### src/timer_pkg.sv
`default_nettype none
package timer_pkg;

  // Register indices on the local port
  localparam logic [3:0] ADDR_T3_CONTROL = 4'h0;
  localparam logic [3:0] ADDR_T3_PERIOD  = 4'h1;
  localparam logic [3:0] ADDR_T3_PW      = 4'h2;
  localparam logic [3:0] ADDR_T4_CONTROL = 4'h3;
  localparam logic [3:0] ADDR_T4_PERIOD  = 4'h4;
  localparam logic [3:0] ADDR_T4_PW      = 4'h5;
  localparam logic [3:0] ADDR_CONFIG     = 4'h6;
  localparam logic [3:0] ADDR_STATUS     = 4'h7;
  localparam logic [3:0] ADDR_MASK       = 4'h8;

  // Reset values
  localparam logic [7:0] CONTROL_RESET = 8'h00;
  localparam logic [7:0] TIMER_RESET   = 8'h00;
  localparam logic [1:0] CONFIG_RESET  = 2'h0;
  localparam logic [1:0] FLAGS_RESET   = 2'h0;

  // Config and status bit positions
  localparam int CFG_DIVIDER_OPT = 0;
  localparam int CFG_SLOW_MODE   = 1;
  localparam int ST_MATCH3       = 0;
  localparam int ST_MATCH4       = 1;

  // Clock-select codes
  localparam logic [2:0] CK_HIGH_DIV2048 = 3'h0;
  localparam logic [2:0] CK_HIGH_DIV128  = 3'h1;
  localparam logic [2:0] CK_HIGH_DIV32   = 3'h2;
  localparam logic [2:0] CK_HIGH_DIV8    = 3'h3;
  localparam logic [2:0] CK_LOW          = 3'h4;
  localparam logic [2:0] CK_HIGH_DIV2    = 3'h5;
  localparam logic [2:0] CK_HIGH         = 3'h6;
  localparam logic [2:0] CK_PIN          = 3'h7;

  // Prescaler tap widths (power-of-two divides)
  localparam int DIV2048_BITS = 11;
  localparam int DIV128_BITS  = 7;
  localparam int DIV32_BITS   = 5;
  localparam int DIV8_BITS    = 3;
  localparam int DIV2_BITS    = 1;
  localparam logic [2:0] LOW_DIV8_LAST = 3'h7;

  // Mode codes
  localparam logic [2:0] MODE_TIMER     = 3'h0;
  localparam logic [2:0] MODE_DIVIDER_OUT = 3'h1;
  localparam logic [2:0] MODE_PWM       = 3'h2;
  localparam logic [2:0] MODE_CASCADE   = 3'h3;
  localparam logic [2:0] MODE16_TIMER   = 3'h4;
  localparam logic [2:0] MODE16_WARMUP  = 3'h5;
  localparam logic [2:0] MODE16_PWM     = 3'h6;
  localparam logic [2:0] MODE16_PULSE_GEN = 3'h7;

  // Control register layout
  typedef struct packed {
    logic       flipflop_init;
    logic [2:0] clock_select;
    logic       run;
    logic [2:0] mode_select;
  } control_t;

  // Register port request
  typedef struct packed {
    logic [3:0] addr;
    logic [7:0] wdata;
    logic       wr;
    logic       rd;
  } reg_req_t;

  // Whole state of the timer pair
  typedef struct packed {
    control_t   t3_ctl;
    control_t   t4_ctl;
    logic [7:0] t3_period;
    logic [7:0] t3_pw;
    logic [7:0] t4_period;
    logic [7:0] t4_pw;
    logic [1:0] config_bits;
    logic [1:0] status;
    logic [1:0] mask;
    logic [7:0] cnt3;
    logic [7:0] cnt4;
    logic       ff3;
    logic       ff4;
    logic       run3_prev;
    logic       run4_prev;
    logic [1:0] sync_low;
    logic [1:0] sync_pin3;
    logic [1:0] sync_pin4;
    logic [7:0] rdata;
    logic       irq;
  } timer_state_t;

  // State of one source selector
  typedef struct packed {
    logic [10:0] prescale;
    logic [2:0]  low_div;
    logic        low_prev;
    logic        ext_prev;
  } source_state_t;

endpackage : timer_pkg
`default_nettype wire
### src/dual_timer_control.sv
`timescale 1ns/1ps
`default_nettype none
// Contract
// RQ1: Channel 3 has control, period, pulse-width registers
// RQ2: Software leaves channel 3 period alone running
// RQ3: Channel 3 pulse width changes only PWM
// RQ4: Clock code selects divided high/low/pin source
// RQ5: Slow mode allows only codes 000,100,110
// RQ6: Run 0 stops and clears; 1 starts
// RQ7: Channel 3 mode selects; top-bit codes reserved
// RQ8: Cascade needs channel 3 mode 011
// RQ9: Cascade: ch3 clock, ch4 run and flip-flop
// RQ10: No control changes while channel runs
// RQ11: Stop write keeps other control fields
// RQ12: Start write may set mode, clock, level
// RQ13: Software picks clocks allowed for mode
// RQ14: Channel 4 mirrors channel 3 registers
// RQ15: Software leaves channel 4 period alone running
// RQ16: Channel 4 pulse width changes only PWM
// RQ17: Channel 4 top-bit codes are cascaded modes
// RQ18: Cascaded channel 4 counts channel 3 overflow
// RQ19: Pin source synchronised, counted on rising edge
module dual_timer_control (
  // Clock and reset
  input  wire logic                 clock_i,
  input  wire logic                 rst_i,
  // Register port
  input  wire timer_pkg::reg_req_t  req_i,
  output logic [7:0]                rdata_o,
  // Pins
  input  wire logic                 low_freq_clock_i,
  input  wire logic                 timer3_pin_i,
  input  wire logic                 timer4_pin_i,
  // Timer outputs and interrupt
  output logic                      timer3_out_o,
  output logic                      timer4_out_o,
  output logic                      irq_o
);

  timer_pkg::timer_state_t r_r;
  timer_pkg::timer_state_t r_nxt;

  logic cascade;
  logic cas4;
  logic wide16;
  logic run3;
  logic run4;
  logic ff3_init;
  logic tick3;
  logic tick4;
  logic step4;
  logic ovf3;
  logic match3;
  logic match4;
  logic match16;
  logic status_read;

  // Write decode for one register
  function automatic logic wr_hit(input timer_pkg::reg_req_t q, input logic [3:0] a);
    return q.wr && (q.addr == a);
  endfunction : wr_hit

  // Cascade decode and effective run/init selection
  assign cascade  = r_r.t3_ctl.mode_select == timer_pkg::MODE_CASCADE; // [RQ8]
  assign cas4     = r_r.t4_ctl.mode_select[2]; // [RQ17]
  assign wide16   = cascade && cas4;
  assign run3     = cascade ? r_r.t4_ctl.run
                            : (r_r.t3_ctl.run && !r_r.t3_ctl.mode_select[2]); // [RQ9] [RQ7]
  assign ff3_init = cascade ? r_r.t4_ctl.flipflop_init : r_r.t3_ctl.flipflop_init; // [RQ9]
  assign run4     = r_r.t4_ctl.run && (!cas4 || cascade);

  // Source selectors, channel 3 clock also drives the 16-bit pair
  tick_source u_src3 (
    .clock_i                    (clock_i),
    .rst_i                      (rst_i),
    .clock_select_i             (r_r.t3_ctl.clock_select), // [RQ9]
    .slow_mode_i                (r_r.config_bits[timer_pkg::CFG_SLOW_MODE]),
    .divider_low_clock_option_i (r_r.config_bits[timer_pkg::CFG_DIVIDER_OPT]),
    .low_freq_clock_i           (r_r.sync_low[1]),
    .ext_pin_i                  (r_r.sync_pin3[1]),
    .tick_o                     (tick3)
  );

  tick_source u_src4 (
    .clock_i                    (clock_i),
    .rst_i                      (rst_i),
    .clock_select_i             (r_r.t4_ctl.clock_select),
    .slow_mode_i                (r_r.config_bits[timer_pkg::CFG_SLOW_MODE]),
    .divider_low_clock_option_i (r_r.config_bits[timer_pkg::CFG_DIVIDER_OPT]),
    .low_freq_clock_i           (r_r.sync_low[1]),
    .ext_pin_i                  (r_r.sync_pin4[1]),
    .tick_o                     (tick4)
  );

  // Count events
  assign ovf3    = run3 && tick3 && (r_r.cnt3 == 8'hFF);
  assign match16 = wide16 && run3 && tick3
                   && ({r_r.cnt4, r_r.cnt3} == {r_r.t4_period, r_r.t3_period});
  assign match3  = !cascade && run3 && tick3 && (r_r.cnt3 == r_r.t3_period);
  assign step4   = cas4 ? ovf3 : tick4; // [RQ18]
  assign match4  = match16 || (!cas4 && run4 && step4 && (r_r.cnt4 == r_r.t4_period));
  assign status_read = req_i.rd && (req_i.addr == timer_pkg::ADDR_STATUS);

  // Next-state logic
  always_comb begin
    r_nxt = r_r;

    // Two-flop synchronisers for pins
    r_nxt.sync_low  = {r_r.sync_low[0], low_freq_clock_i};
    r_nxt.sync_pin3 = {r_r.sync_pin3[0], timer3_pin_i}; // [RQ19]
    r_nxt.sync_pin4 = {r_r.sync_pin4[0], timer4_pin_i};

    // Register writes; start write takes all fields at once
    if (wr_hit(req_i, timer_pkg::ADDR_T3_CONTROL)) begin
      r_nxt.t3_ctl = timer_pkg::control_t'(req_i.wdata); // [RQ1] [RQ12]
    end
    if (wr_hit(req_i, timer_pkg::ADDR_T3_PERIOD)) begin
      r_nxt.t3_period = req_i.wdata; // [RQ1]
    end
    if (wr_hit(req_i, timer_pkg::ADDR_T3_PW)) begin
      r_nxt.t3_pw = req_i.wdata; // [RQ1]
    end
    if (wr_hit(req_i, timer_pkg::ADDR_T4_CONTROL)) begin
      r_nxt.t4_ctl = timer_pkg::control_t'(req_i.wdata); // [RQ14] [RQ12]
    end
    if (wr_hit(req_i, timer_pkg::ADDR_T4_PERIOD)) begin
      r_nxt.t4_period = req_i.wdata; // [RQ14]
    end
    if (wr_hit(req_i, timer_pkg::ADDR_T4_PW)) begin
      r_nxt.t4_pw = req_i.wdata; // [RQ14]
    end
    if (wr_hit(req_i, timer_pkg::ADDR_CONFIG)) begin
      r_nxt.config_bits = req_i.wdata[1:0];
    end
    if (wr_hit(req_i, timer_pkg::ADDR_MASK)) begin
      r_nxt.mask = req_i.wdata[1:0];
    end

    // Channel 3 counter
    if (!run3) begin
      r_nxt.cnt3 = 8'h00; // [RQ6]
    end else if (match3 || match16) begin
      r_nxt.cnt3 = 8'h00;
    end else if (tick3) begin
      r_nxt.cnt3 = r_r.cnt3 + 8'h01;
    end

    // Channel 4 counter, stepped by channel 3 overflow when cascaded
    if (!run4) begin
      r_nxt.cnt4 = 8'h00; // [RQ6]
    end else if (match4) begin
      r_nxt.cnt4 = 8'h00;
    end else if (step4) begin
      r_nxt.cnt4 = r_r.cnt4 + 8'h01; // [RQ18]
    end

    // Output flip-flops: load on start, toggle on match
    r_nxt.run3_prev = run3;
    r_nxt.run4_prev = run4;
    if (run3 && !r_r.run3_prev) begin
      r_nxt.ff3 = ff3_init; // [RQ12] [RQ9]
    end else if (match3) begin
      r_nxt.ff3 = !r_r.ff3;
    end
    if (run4 && !r_r.run4_prev) begin
      r_nxt.ff4 = r_r.t4_ctl.flipflop_init; // [RQ12]
    end else if (match4) begin
      r_nxt.ff4 = !r_r.ff4;
    end

    // Sticky status: read clears, a new event wins
    r_nxt.status = status_read ? timer_pkg::FLAGS_RESET : r_r.status;
    r_nxt.status[timer_pkg::ST_MATCH3] = r_nxt.status[timer_pkg::ST_MATCH3] | match3;
    r_nxt.status[timer_pkg::ST_MATCH4] = r_nxt.status[timer_pkg::ST_MATCH4] | match4;
    r_nxt.irq = |(r_nxt.status & r_nxt.mask);

    // Read data, valid only in the cycle after the strobe
    r_nxt.rdata = 8'h00;
    if (req_i.rd) begin
      case (req_i.addr)
        timer_pkg::ADDR_T3_CONTROL: r_nxt.rdata = r_r.t3_ctl;
        timer_pkg::ADDR_T3_PERIOD:  r_nxt.rdata = r_r.t3_period;
        timer_pkg::ADDR_T3_PW:      r_nxt.rdata = r_r.t3_pw;
        timer_pkg::ADDR_T4_CONTROL: r_nxt.rdata = r_r.t4_ctl;
        timer_pkg::ADDR_T4_PERIOD:  r_nxt.rdata = r_r.t4_period;
        timer_pkg::ADDR_T4_PW:      r_nxt.rdata = r_r.t4_pw;
        timer_pkg::ADDR_CONFIG:     r_nxt.rdata = {6'h00, r_r.config_bits};
        timer_pkg::ADDR_STATUS:     r_nxt.rdata = {6'h00, r_r.status};
        timer_pkg::ADDR_MASK:       r_nxt.rdata = {6'h00, r_r.mask};
        default:                    r_nxt.rdata = 8'h00;
      endcase
    end
  end

  // State register
  always_ff @(posedge clock_i) begin
    if (rst_i) begin
      r_r             <= '0;
      r_r.t3_ctl      <= timer_pkg::control_t'(timer_pkg::CONTROL_RESET);
      r_r.t4_ctl      <= timer_pkg::control_t'(timer_pkg::CONTROL_RESET);
      r_r.t3_period   <= timer_pkg::TIMER_RESET;
      r_r.t3_pw       <= timer_pkg::TIMER_RESET;
      r_r.t4_period   <= timer_pkg::TIMER_RESET;
      r_r.t4_pw       <= timer_pkg::TIMER_RESET;
      r_r.config_bits <= timer_pkg::CONFIG_RESET;
      r_r.status      <= timer_pkg::FLAGS_RESET;
      r_r.mask        <= timer_pkg::FLAGS_RESET;
    end else begin
      r_r <= r_nxt;
    end
  end

  // Outputs from flip-flops
  assign rdata_o      = r_r.rdata;
  assign timer3_out_o = r_r.ff3;
  assign timer4_out_o = r_r.ff4;
  assign irq_o        = r_r.irq;
endmodule : dual_timer_control
`default_nettype wire

### src/tick_source.sv
`timescale 1ns/1ps
`default_nettype none
module tick_source (
  // Clock and reset
  input  wire logic       clock_i,
  input  wire logic       rst_i,
  // Selection
  input  wire logic [2:0] clock_select_i,
  input  wire logic       slow_mode_i,
  input  wire logic       divider_low_clock_option_i,
  // Synchronised sources
  input  wire logic       low_freq_clock_i,
  input  wire logic       ext_pin_i,
  // Count enable pulse
  output logic            tick_o
);

  timer_pkg::source_state_t r_r;
  timer_pkg::source_state_t r_nxt;
  logic                     low_edge;
  logic                     ext_edge;

  // True when the low bits of the prescaler are all ones
  function automatic logic tap(input logic [10:0] p, input int bits);
    logic [10:0] m;
    m = 11'((32'h1 << bits) - 32'h1);
    return (p & m) == m;
  endfunction : tap

  assign low_edge = low_freq_clock_i & ~r_r.low_prev;
  assign ext_edge = ext_pin_i & ~r_r.ext_prev; // [RQ19]

  // Prescaler, edge history and source mux
  always_comb begin
    r_nxt          = r_r;
    r_nxt.prescale = r_r.prescale + 11'h001;
    r_nxt.low_prev = low_freq_clock_i;
    r_nxt.ext_prev = ext_pin_i;
    if (low_edge) begin
      r_nxt.low_div = r_r.low_div + 3'h1;
    end
    case (clock_select_i) // [RQ4]
      timer_pkg::CK_HIGH_DIV2048: begin
        if (slow_mode_i || divider_low_clock_option_i) begin
          tick_o = low_edge && (r_r.low_div == timer_pkg::LOW_DIV8_LAST); // [RQ5]
        end else begin
          tick_o = tap(r_r.prescale, timer_pkg::DIV2048_BITS);
        end
      end
      timer_pkg::CK_HIGH_DIV128: tick_o = !slow_mode_i && tap(r_r.prescale, timer_pkg::DIV128_BITS);
      timer_pkg::CK_HIGH_DIV32:  tick_o = !slow_mode_i && tap(r_r.prescale, timer_pkg::DIV32_BITS);
      timer_pkg::CK_HIGH_DIV8:   tick_o = !slow_mode_i && tap(r_r.prescale, timer_pkg::DIV8_BITS);
      timer_pkg::CK_LOW:         tick_o = low_edge;
      timer_pkg::CK_HIGH_DIV2:   tick_o = !slow_mode_i && tap(r_r.prescale, timer_pkg::DIV2_BITS);
      timer_pkg::CK_HIGH:        tick_o = 1'b1; // Warm-up use in slow mode [RQ5]
      timer_pkg::CK_PIN:         tick_o = !slow_mode_i && ext_edge; // [RQ19]
      default:                   tick_o = 1'b0;
    endcase
  end

  // State register
  always_ff @(posedge clock_i) begin
    if (rst_i) begin
      r_r <= '0;
    end else begin
      r_r <= r_nxt;
    end
  end
endmodule : tick_source
`default_nettype wire

### config.mk
export PLATFORM = sky130hd
export DESIGN_NAME = dual_timer_control
export DESIGN_NICKNAME = d
export VERILOG_FILES = /design/src/timer_pkg.sv /design/src/dual_timer_control.sv /design/src/tick_source.sv
export SDC_FILE = /design/constraint.sdc
export NUM_CORES = 1
export LEC_CHECK = 0
export BUFFER_PORTS_ARGS = -buffer_cell sky130_fd_sc_hd__buf_2
export CAP_MARGIN = 20
export CORE_ASPECT_RATIO = 1.2
export CORE_UTILIZATION = 40
export DETAILED_ROUTE_END_ITERATION = 10
export PLACE_DENSITY_LB_ADDON = 0.05
export RECOVER_POWER = 25
export REMOVE_ABC_BUFFERS = 1
export SLEW_MARGIN = 30
export SYNTH_ARGS = -nofsm -noshare
export SYNTH_HDL_FRONTEND = slang
export SYNTH_HIERARCHICAL = 1
export SYNTH_SLANG_ARGS = --single-unit
### constraint.sdc
create_clock -name clock_i -period 3.43 [get_ports clock_i]
set_input_delay 0.686 -clock clock_i [delete_from_list [all_inputs] [get_ports clock_i]]
set_output_delay 0.686 -clock clock_i [all_outputs]
set_load 0.01 [all_outputs]
==> results of run 1 <==
area by class of cell:
class                           count  area share [%]
Clock buffer                       24            7.46
Clock inverter                      8            1.82
Inverter                           11           0.639
Multi-Input combinational cell    444            46.6
Sequential cell                   121            37.5
Tap cell                          171            3.31
Timing Repair Buffer               33            2.65
worst min path at each step:
stage                          from  slack (ns)      end  cells after the start
final                     r_nxt[10]        0.44  r_r[10]                      1
after CTS                 r_nxt[10]        0.44  r_r[10]                      1
after global placement    r_nxt[10]        0.42  r_r[10]                      1
after global routing      r_nxt[12]        0.46  r_r[12]                      1
after detailed placement  r_nxt[12]        0.43  r_r[12]                      1
after floorplan           r_nxt[10]        0.41  r_r[10]                      1
through the flow:
stage / instance area [um2] / setup WS [ns] / std cells / utilization, %
after global placement: 5860 / 0.209 / 780 / 42.6
final: 6460 / 0.205 / 812 / 46.9
after global routing: 6460 / -0.000444 / 812 / 46.9
after floorplan: 5460 / 0.416 / 576 / -
after detailed placement: 5860 / 0.141 / 780 / 42.6
after CTS: 6460 / 0.104 / 812 / 47.0
flip-flops by register name, indices dropped and copies added, names as in the netlist:
signal,count
u_src3/r_r,16
r_nxt,3
u_src4/r_r,16
rdata_o,8
timer3_out_o,1
irq_o,1
cas4,1
r_r,74
timer4_out_o,1
critical path, delay by kind of cell, from the launching register on:
| family | cells | cell delay, ns |
|---|---|---|
| flip-flops | 1 | 0.39 |
| AO/OA/AOI/OAI | 3 | 1.02 |
| adder cells (fa/ha/maj) | 2 | 0.38 |
| AND/OR/NAND/NOR | 6 | 1.34 |
placed cells by master (no fill, tap or decap), drive strengths merged, types with 5 or more instances in the layout:
master,instances
a211oi,7
a21oi,27
a222oi,5
a22oi,7
a31oi,5
and3,9
buf,31
clkbuf,26
dfxtp,121
ha,12
inv,11
mux2,8
mux2i,46
nand2,40
nand3,43
nand4,10
nor2,69
nor2b,24
nor3,17
o21ai,16
or3,16
xnor2,25
xor2,7
power breakdown:
group          internal, mW  switching (mW)
clock                  1.19           0.608
combinational        0.0507          0.0985
sequential             1.43          0.0191
kinds of logic after synthesis:
logic type	synth area share [%]
multiplexers	10.2
XOR/XNOR	4.97
AO/OA/AOI/OAI	11.6
buffers and inverters	4.01
AND/OR/NAND/NOR	23.6
adder cells (fa/ha/maj)	2.66
flip-flops	42.9
routing by layer:
metal	GRT usage [%]	vias up
met5	0	-
met4	9.78	0
met3	4.00	22
met2	35.1	76
met1	24.1	2116
li1	-	2225
what timing repair did:
action	CTS	global route
endpoints found under the setup margin	0	3
gates resized for setup	0	3
hold buffers	0	0
==> summary by stage, run 1 <==
Worst hold path
The min-delay analysis places its worst path in the category flop to flop.

Worst setup path
The delay of the slowest cell on the worst path is between 0.5 and 0.6 ns. Measured in cells, the most critical reg-to-reg path has a length of 11. STA classifies the critical path endpoint as a flop. The required time of the critical path is 3.76 ns. The source of the critical timing path is u_src3/r_r[5]. The worst register-to-register path begins at u_src3/r_r[5]. The class of the most critical setup path is flop to flop. The category of the worst setup path launch point is a flop. The most critical setup path has its endpoint at r_r[24].

At the worst endpoint, the arrival time is between 3 and 4 ns. The endpoint identified for the worst register-to-register timing path is r_r[24]. The signal on the critical path passes through ha_2, and3_2, ha_1, nand2_1, a311o_1, nand4_1, and3_1, nand4_1, o31a_4, or4_1, a211oi_2. In this design, the critical path's most frequently occurring cell is sky130_fd_sc_hd__nand4_1. The slowest cell on the critical path is sky130_fd_sc_hd__or4_1. Along the worst path, the maximum fanout reaches 14. For flop-to-flop paths, the worst setup slack is 0.21 ns.

Timing
Timing would allow up to just over 0.3 GHz. Final hold analysis gives a worst-case slack of 0.438 ns. In the finished design, the share of the clock period the worst path needs comes to 94.0%.

After layout, the minimum clock period comes to about 3.2 ns. For the pin with the worst max-slew slack, the measured transition is approximately 1.6 ns. On the final layout, the worst clock skew is between 0.005 and 0.006 ns.

Setup violations remaining at the end of the flow were counted as 0. The headroom to the max-slew limit is -3.42%. The total negative slack for setup checks is 0 ns. The max-slew violation total from the final report came to 79. The hold violation count in the final report is 0.

Global route
The initial antenna violation count is 0. The global-route total usage across every layer is 20.3%. The first global-routing pass estimated around 23 mm of wire. The remaining global-route overflow is 0.

The maximum number of pins on one net before global-route repair is 79. The number of global-route vias before repair came to between 4k and 5k.

Clock network
The number of H-tree branching levels is 4. The TritonCTS clock tree is built. The clock latency on the worst-skew pair is 0.41 ns.

After clock tree synthesis, the setup repair step added 0 buffers. Counting every sink on the clock net gives roughly 120. Clock tree synthesis inserted a total of 17 buffers. The clock-pin slew on the worst setup and hold paths is 0.05 ns.

The worst-case clock buffer depth is 2. In this run the clock root is driven by a sky130_fd_sc_hd__clkbuf_16.

Floorplanning
The total core area is about 14000 um2. The starting utilization of the core area is between 40% and 50%. The I/O pin total is 30. The die is 132 um tall. The die covers 14600 um2. Row generation in the floorplan step produced 47 rows. From left edge to right edge, the die measures about 110 um.

Status
The checks that failed: capacitance limit, slew limit. The flow ran to the end, but the final reports show violations.

Place
At the end of routability-driven placement, the weighted congestion stood at roughly 0.78. The HPWL reported at the end of detailed placement is roughly 10 mm. The number of port buffers is 29.

Logic synthesis
Of the synthesized area, sequential elements account for 42.9%. The share of synthesized flip-flops with an asynchronous set or reset is 0%. The commonest cells after synthesis are sky130_fd_sc_hd__dfxtp_1 (121), sky130_fd_sc_hd__nor2_1 (69), sky130_fd_sc_hd__mux2i_1 (46).

The warning count from the yosys run is 6. The most common flop cell mapped by yosys is sky130_fd_sc_hd__dfxtp_1. The cell area that synthesis handed to floorplanning was roughly 5600 um2. The cell count after synthesis came out at 610. Ranked by total cell area, the synthesized netlist is headed by sky130_fd_sc_hd__dfxtp_1 (43%), sky130_fd_sc_hd__mux2i_1 (8.2%), sky130_fd_sc_hd__nor2_1 (4.6%).

The number of enable flip-flop cells after synthesis is 0. The leading cell type by number of instances after synthesis is sky130_fd_sc_hd__dfxtp_1. Each instance of the synthesized netlist takes up on average between 9 and 10 um2.

The total of flip-flops plus latches after synthesis is 121. The netlist uses 56 different library cells. The synthesized design spends more area on one cell type than any other, namely sky130_fd_sc_hd__dfxtp_1. Of the post-synthesis cell area, the dominant cell type holds a little over two fifths.

Layout
The area used by multi-input combinational logic is about 3000 um2. The filler cell count is between 1k and 1.5k. The share of final-layout standard cells stronger than drive strength 1 is between 10 and 15%. Across the whole layout, storage elements account for approximately 2400 um2. 0 antenna diodes ended up in the layout.

Compared with the post-synthesis result, the final layout area differs by 14.5%. The total number of nets in the final design is 659.

Drt
After detailed routing, the met3 layer carries 383 um of wire. The post-route DRC violation count is 0. Signal routing reaches up to met4.

The mean number of vias per cell is 5.47. The average detailed-routed wire length per instance is between 15 and 20 um. The detailed-route via count is about 4.4k. After detailed routing, the met2 layer carries 7.02 mm of wire.

The first TritonRoute pass finished after 5 iterations. The first routing iteration left 225 violations. In the final routing, the length of wire on met1 measures 6.35 mm.

In this run the remaining antenna-violating nets after routing total 0. The final layout contains routed wiring with a total length of roughly 14 mm.

Power
In this run the power density over the cells is ~530 nW/um2. The worst-case IR drop observed on VDD is 0.282 mV. The total leakage power is approximately 2.4 nW. After layout, the design draws a total of roughly 3.4 mW.

Run
Max-cap violations in this run came to 1.
Note: power is estimated with default switching activity, not from simulation.
==> run 2: changes to the inputs <==
Settings changed: GPL_TIMING_DRIVEN set to 0.
==> run 2 against run 1 <==
Compared with the run above: the flow still finishes with violations (capacitance limit, slew limit); critical path depth unchanged; clock power decreased by 8%; sequential power about the same; power shrank 4.1%; cell area increased by 0.19%; final cell count grew 0.62%; non-clock buffer count increased by 4; clock skew is 0.0032 ns higher; sequential cell count unchanged; largest power group unchanged.
==> summary by stage, run 2 (same netlist as run 1, synthesis figures left out) <==
Status
The run finished, with violations left. The checks that failed: capacitance limit, slew limit.

Layout
The total number of nets in the final design is 664. For this run, the share of the core covered by cells in the final layout is 47.0%. The largest registers in the layout are r_r x74, u_src3/r_r x16, u_src4/r_r x16. 0 antenna diodes ended up in the layout. The library cell used most frequently in the layout, excluding fill and tap cells, is sky130_fd_sc_hd__dfxtp_1. The share of final-layout standard cells stronger than drive strength 1 is about 15%. r_r holds more flip-flops than any other register. The flip-flop count of the largest register after layout is 74. The synthesis-to-finish area growth is 14.7%.

Leaving out fill and tap cells, the most frequent cells in the layout are sky130_fd_sc_hd__dfxtp_1 (120), sky130_fd_sc_hd__nor2_1 (69), sky130_fd_sc_hd__mux2i_1 (46).

Drt
For this run, the detailed router's first-pass iteration total came to 5. For this block, the routed nets add up to ~14 mm of wire. The average detailed-routed wire length per instance is between 15 and 20 um. The detail route stage leaves a number of antenna-violating nets equal to 0. In this run, the number of DRC markers left after iteration 0 of detailed routing was between 200 and 250. After detailed routing, the number of remaining DRC violations is 0.

Dividing the detail-routed via count by the number of cells gives between 5 and 6. The detailed-route via count is 4516.

Timing
The actual transition at the worst max-transition pin is 2.18 ns. The largest clock skew in the final design is about 0.0082 ns. The worst path uses between 90 and 100% of the clock period. The final-report setup violation count is 0. On the final layout, the worst hold slack is 0.432 ns. After layout, the worst setup slack is ~0.22 ns. The hold violation count in the final report came to 0. Static timing analysis puts the maximum clock frequency at 0.312 GHz. The headroom to the max-slew limit is -45.3%. The clock period minus final worst setup slack is around 3.2 ns. Setup repair after global routing left no endpoint under its margin. The max-slew violation total from the final report came to 45.

Power
For this design the static power due to leakage is about 2.5 nW. The sequential share of power is between 40% and 50%. In this run the power spent charging and discharging nets is ~0.74 mW. Cell internal power was estimated by the tool at 2.53 mW.

Across the VDD grid, the largest voltage drop is between 0.3 and 0.4 mV. Net switching is between 20% and 30% of the power. The total power consumption of the routed design is between 3 and 4 mW. The share of power burned in the clock network is just over 50%. The power per cell area is 504 nW/um2. The share of total power dissipated in combinational logic is ~4.6%.

Worst setup path
The kind of cell with the highest combined delay along the critical path is simple AND/OR/NAND/NOR gates. The arrival time at the worst endpoint is 3.54 ns. On the worst path, the slowest cell contributes a delay of approximately 0.53 ns. The category of the worst setup path launch point is a flop. The startpoint of the most critical register-to-register path is u_src3/r_r[5]. The class of the most critical setup path is flop to flop. Walking the worst path, the cells encountered are ha_2, and3_2, ha_1, nand2_1, a311o_1, nand4_1, and3_4, nand4_1, o31a_4, or4_1, a211oi_2. The critical register-to-register path endpoint is r_r[24].

The buffer and inverter count on the worst path is 0. The kind of end point of the critical path is a flop. For the worst setup path, the data required time is about 3.8 ns. The setup check on the worst reg-to-reg path leaves a slack of between 0.2 and 0.25 ns. The peak fanout along the critical path is 7. The most numerous cell on the critical path is sky130_fd_sc_hd__nand4_1. The worst reg2reg path depth is 11. For this design, the slowest cell found on the critical path is sky130_fd_sc_hd__or4_1.

Place
The number of port buffers is 29. At the end of routability-driven placement, the weighted congestion stood at between 0.8 and 0.9. The placement-stage worst setup slack is -0.157 ns. The HPWL reported at the end of detailed placement is ~9.6 mm.

Global route
Across every metal layer, demand over resource in global routing totals roughly a fifth. The remaining global-route overflow is 0. The maximum number of pins on one net before global-route repair is 54.

The first global-routing pass estimated 22.9 mm of wire. The initial antenna violation count came to 0. The number of global-route vias before repair was 4359.

Clock network
Hold repair after CTS inserted 0 buffers. The count of clock tree sinks is approximately 120. The clock latency on the worst-skew pair is roughly 0.4 ns. In this run the number of H-tree levels came out at 4.

The TritonCTS clock tree is built. The clock buffer count from CTS is 17. The worst-case clock buffer depth is 2. The clock root buffer is sky130_fd_sc_hd__clkbuf_16. Clock-pin slew was measured on the worst setup and hold paths at 0.05 ns.

Worst hold path
Counting instances, the worst hold path has a depth of 1. The path class of the lowest-slack min-delay path is flop to flop. The path with the worst hold slack has its endpoint at r_r[12]. The startpoint identified for the worst hold timing path is r_nxt[12].

Floorplanning
The total core area is roughly 14000 um2. The floorplan step defined a die boundary enclosing around 15000 um2. From left edge to right edge, the die measures between 100 and 150 um.

The y dimension of the die is between 100 and 150 um. 30 I/O pins were placed. Once the floorplan was initialized, standard cells occupied between 40% and 50% of the core.

The initialized floorplan defines 47 standard-cell rows.

Run
The number of violations of the max-capacitance limit is 1.
-- run 2: cell types whose count changed in the layout (fill, tap and decap cells not counted), sizes merged --
| cell | change |
|---|---|
| bufinv | -2 |
| buf | +5 |
| o31a | +1 |
| clkinv | +3 |
| clkbuf | -2 |
-- run 2: how the worst max path moves through the flow --
stage	startpoint	to	cells after the start	slack (ns)
5_1_grt	u_src3/r_r[5]	r_r[24]	11	0.02
2_1_floorplan	u_src3/r_r[5]	r_r[24]	11	0.42
4_1_cts	u_src3/r_r[5]	r_r[24]	11	0.0004
3_3_place_gp	req_i[11]	r_r[86]	5	-0.29
3_5_place_dp	u_src3/r_r[5]	r_r[24]	11	-0.16
6_report	u_src3/r_r[5]	r_r[24]	11	0.22
-- run 2: power by group through the flow --
stage	clock network [mW]	logic (mW)	registers (mW)
after detailed placement	0	0.149	1.48
final	1.66	0.151	1.45
after global routing	1.76	0.166	1.45
after floorplan	0	0.0679	1.47
after global placement	0	0.143	1.48
after CTS	1.70	0.150	1.45
-- run 2: final cells by class --
class,instances,area [um2]
sequential,121,2420
clock inverter,9,72.6
timing repair buffer,37,216
multi-input combinational,445,3030
tap,171,214
fill,1378,7290
inverter,11,41.3
clock buffer,23,478
-- run 2: per-layer routing --
layer  vias to the layer above  global-route usage (%)  wire length (um)
met1                      2189                    23.9              6240
met3                        29                    3.91               348
li1                       2228                       -                 -
met4                         0                    9.19               368
met5                         -                       0                 0
met2                        70                    34.3              7200
-- run 2: stage by stage --
| stage | cells | setup TNS [ns] | area [um2] |
|---|---|---|---|
| 2_1_floorplan | 576 | 0 | 5460 |
| 3_3_place_gp | 776 | -2.45 | 5820 |
| 3_5_place_dp | 778 | -0.622 | 5860 |
| 4_1_cts | 811 | 0 | 6420 |
| 5_1_grt | 817 | 0 | 6470 |
| 6_report | 817 | 0 | 6470 |
-- run 2: timing repair --
action                     4_1_cts  5_1_grt
setup endpoints to repair        8        8
pin swaps                        0        2
gates cloned                     0        1
setup buffers                    1        5
resized for setup                2        3
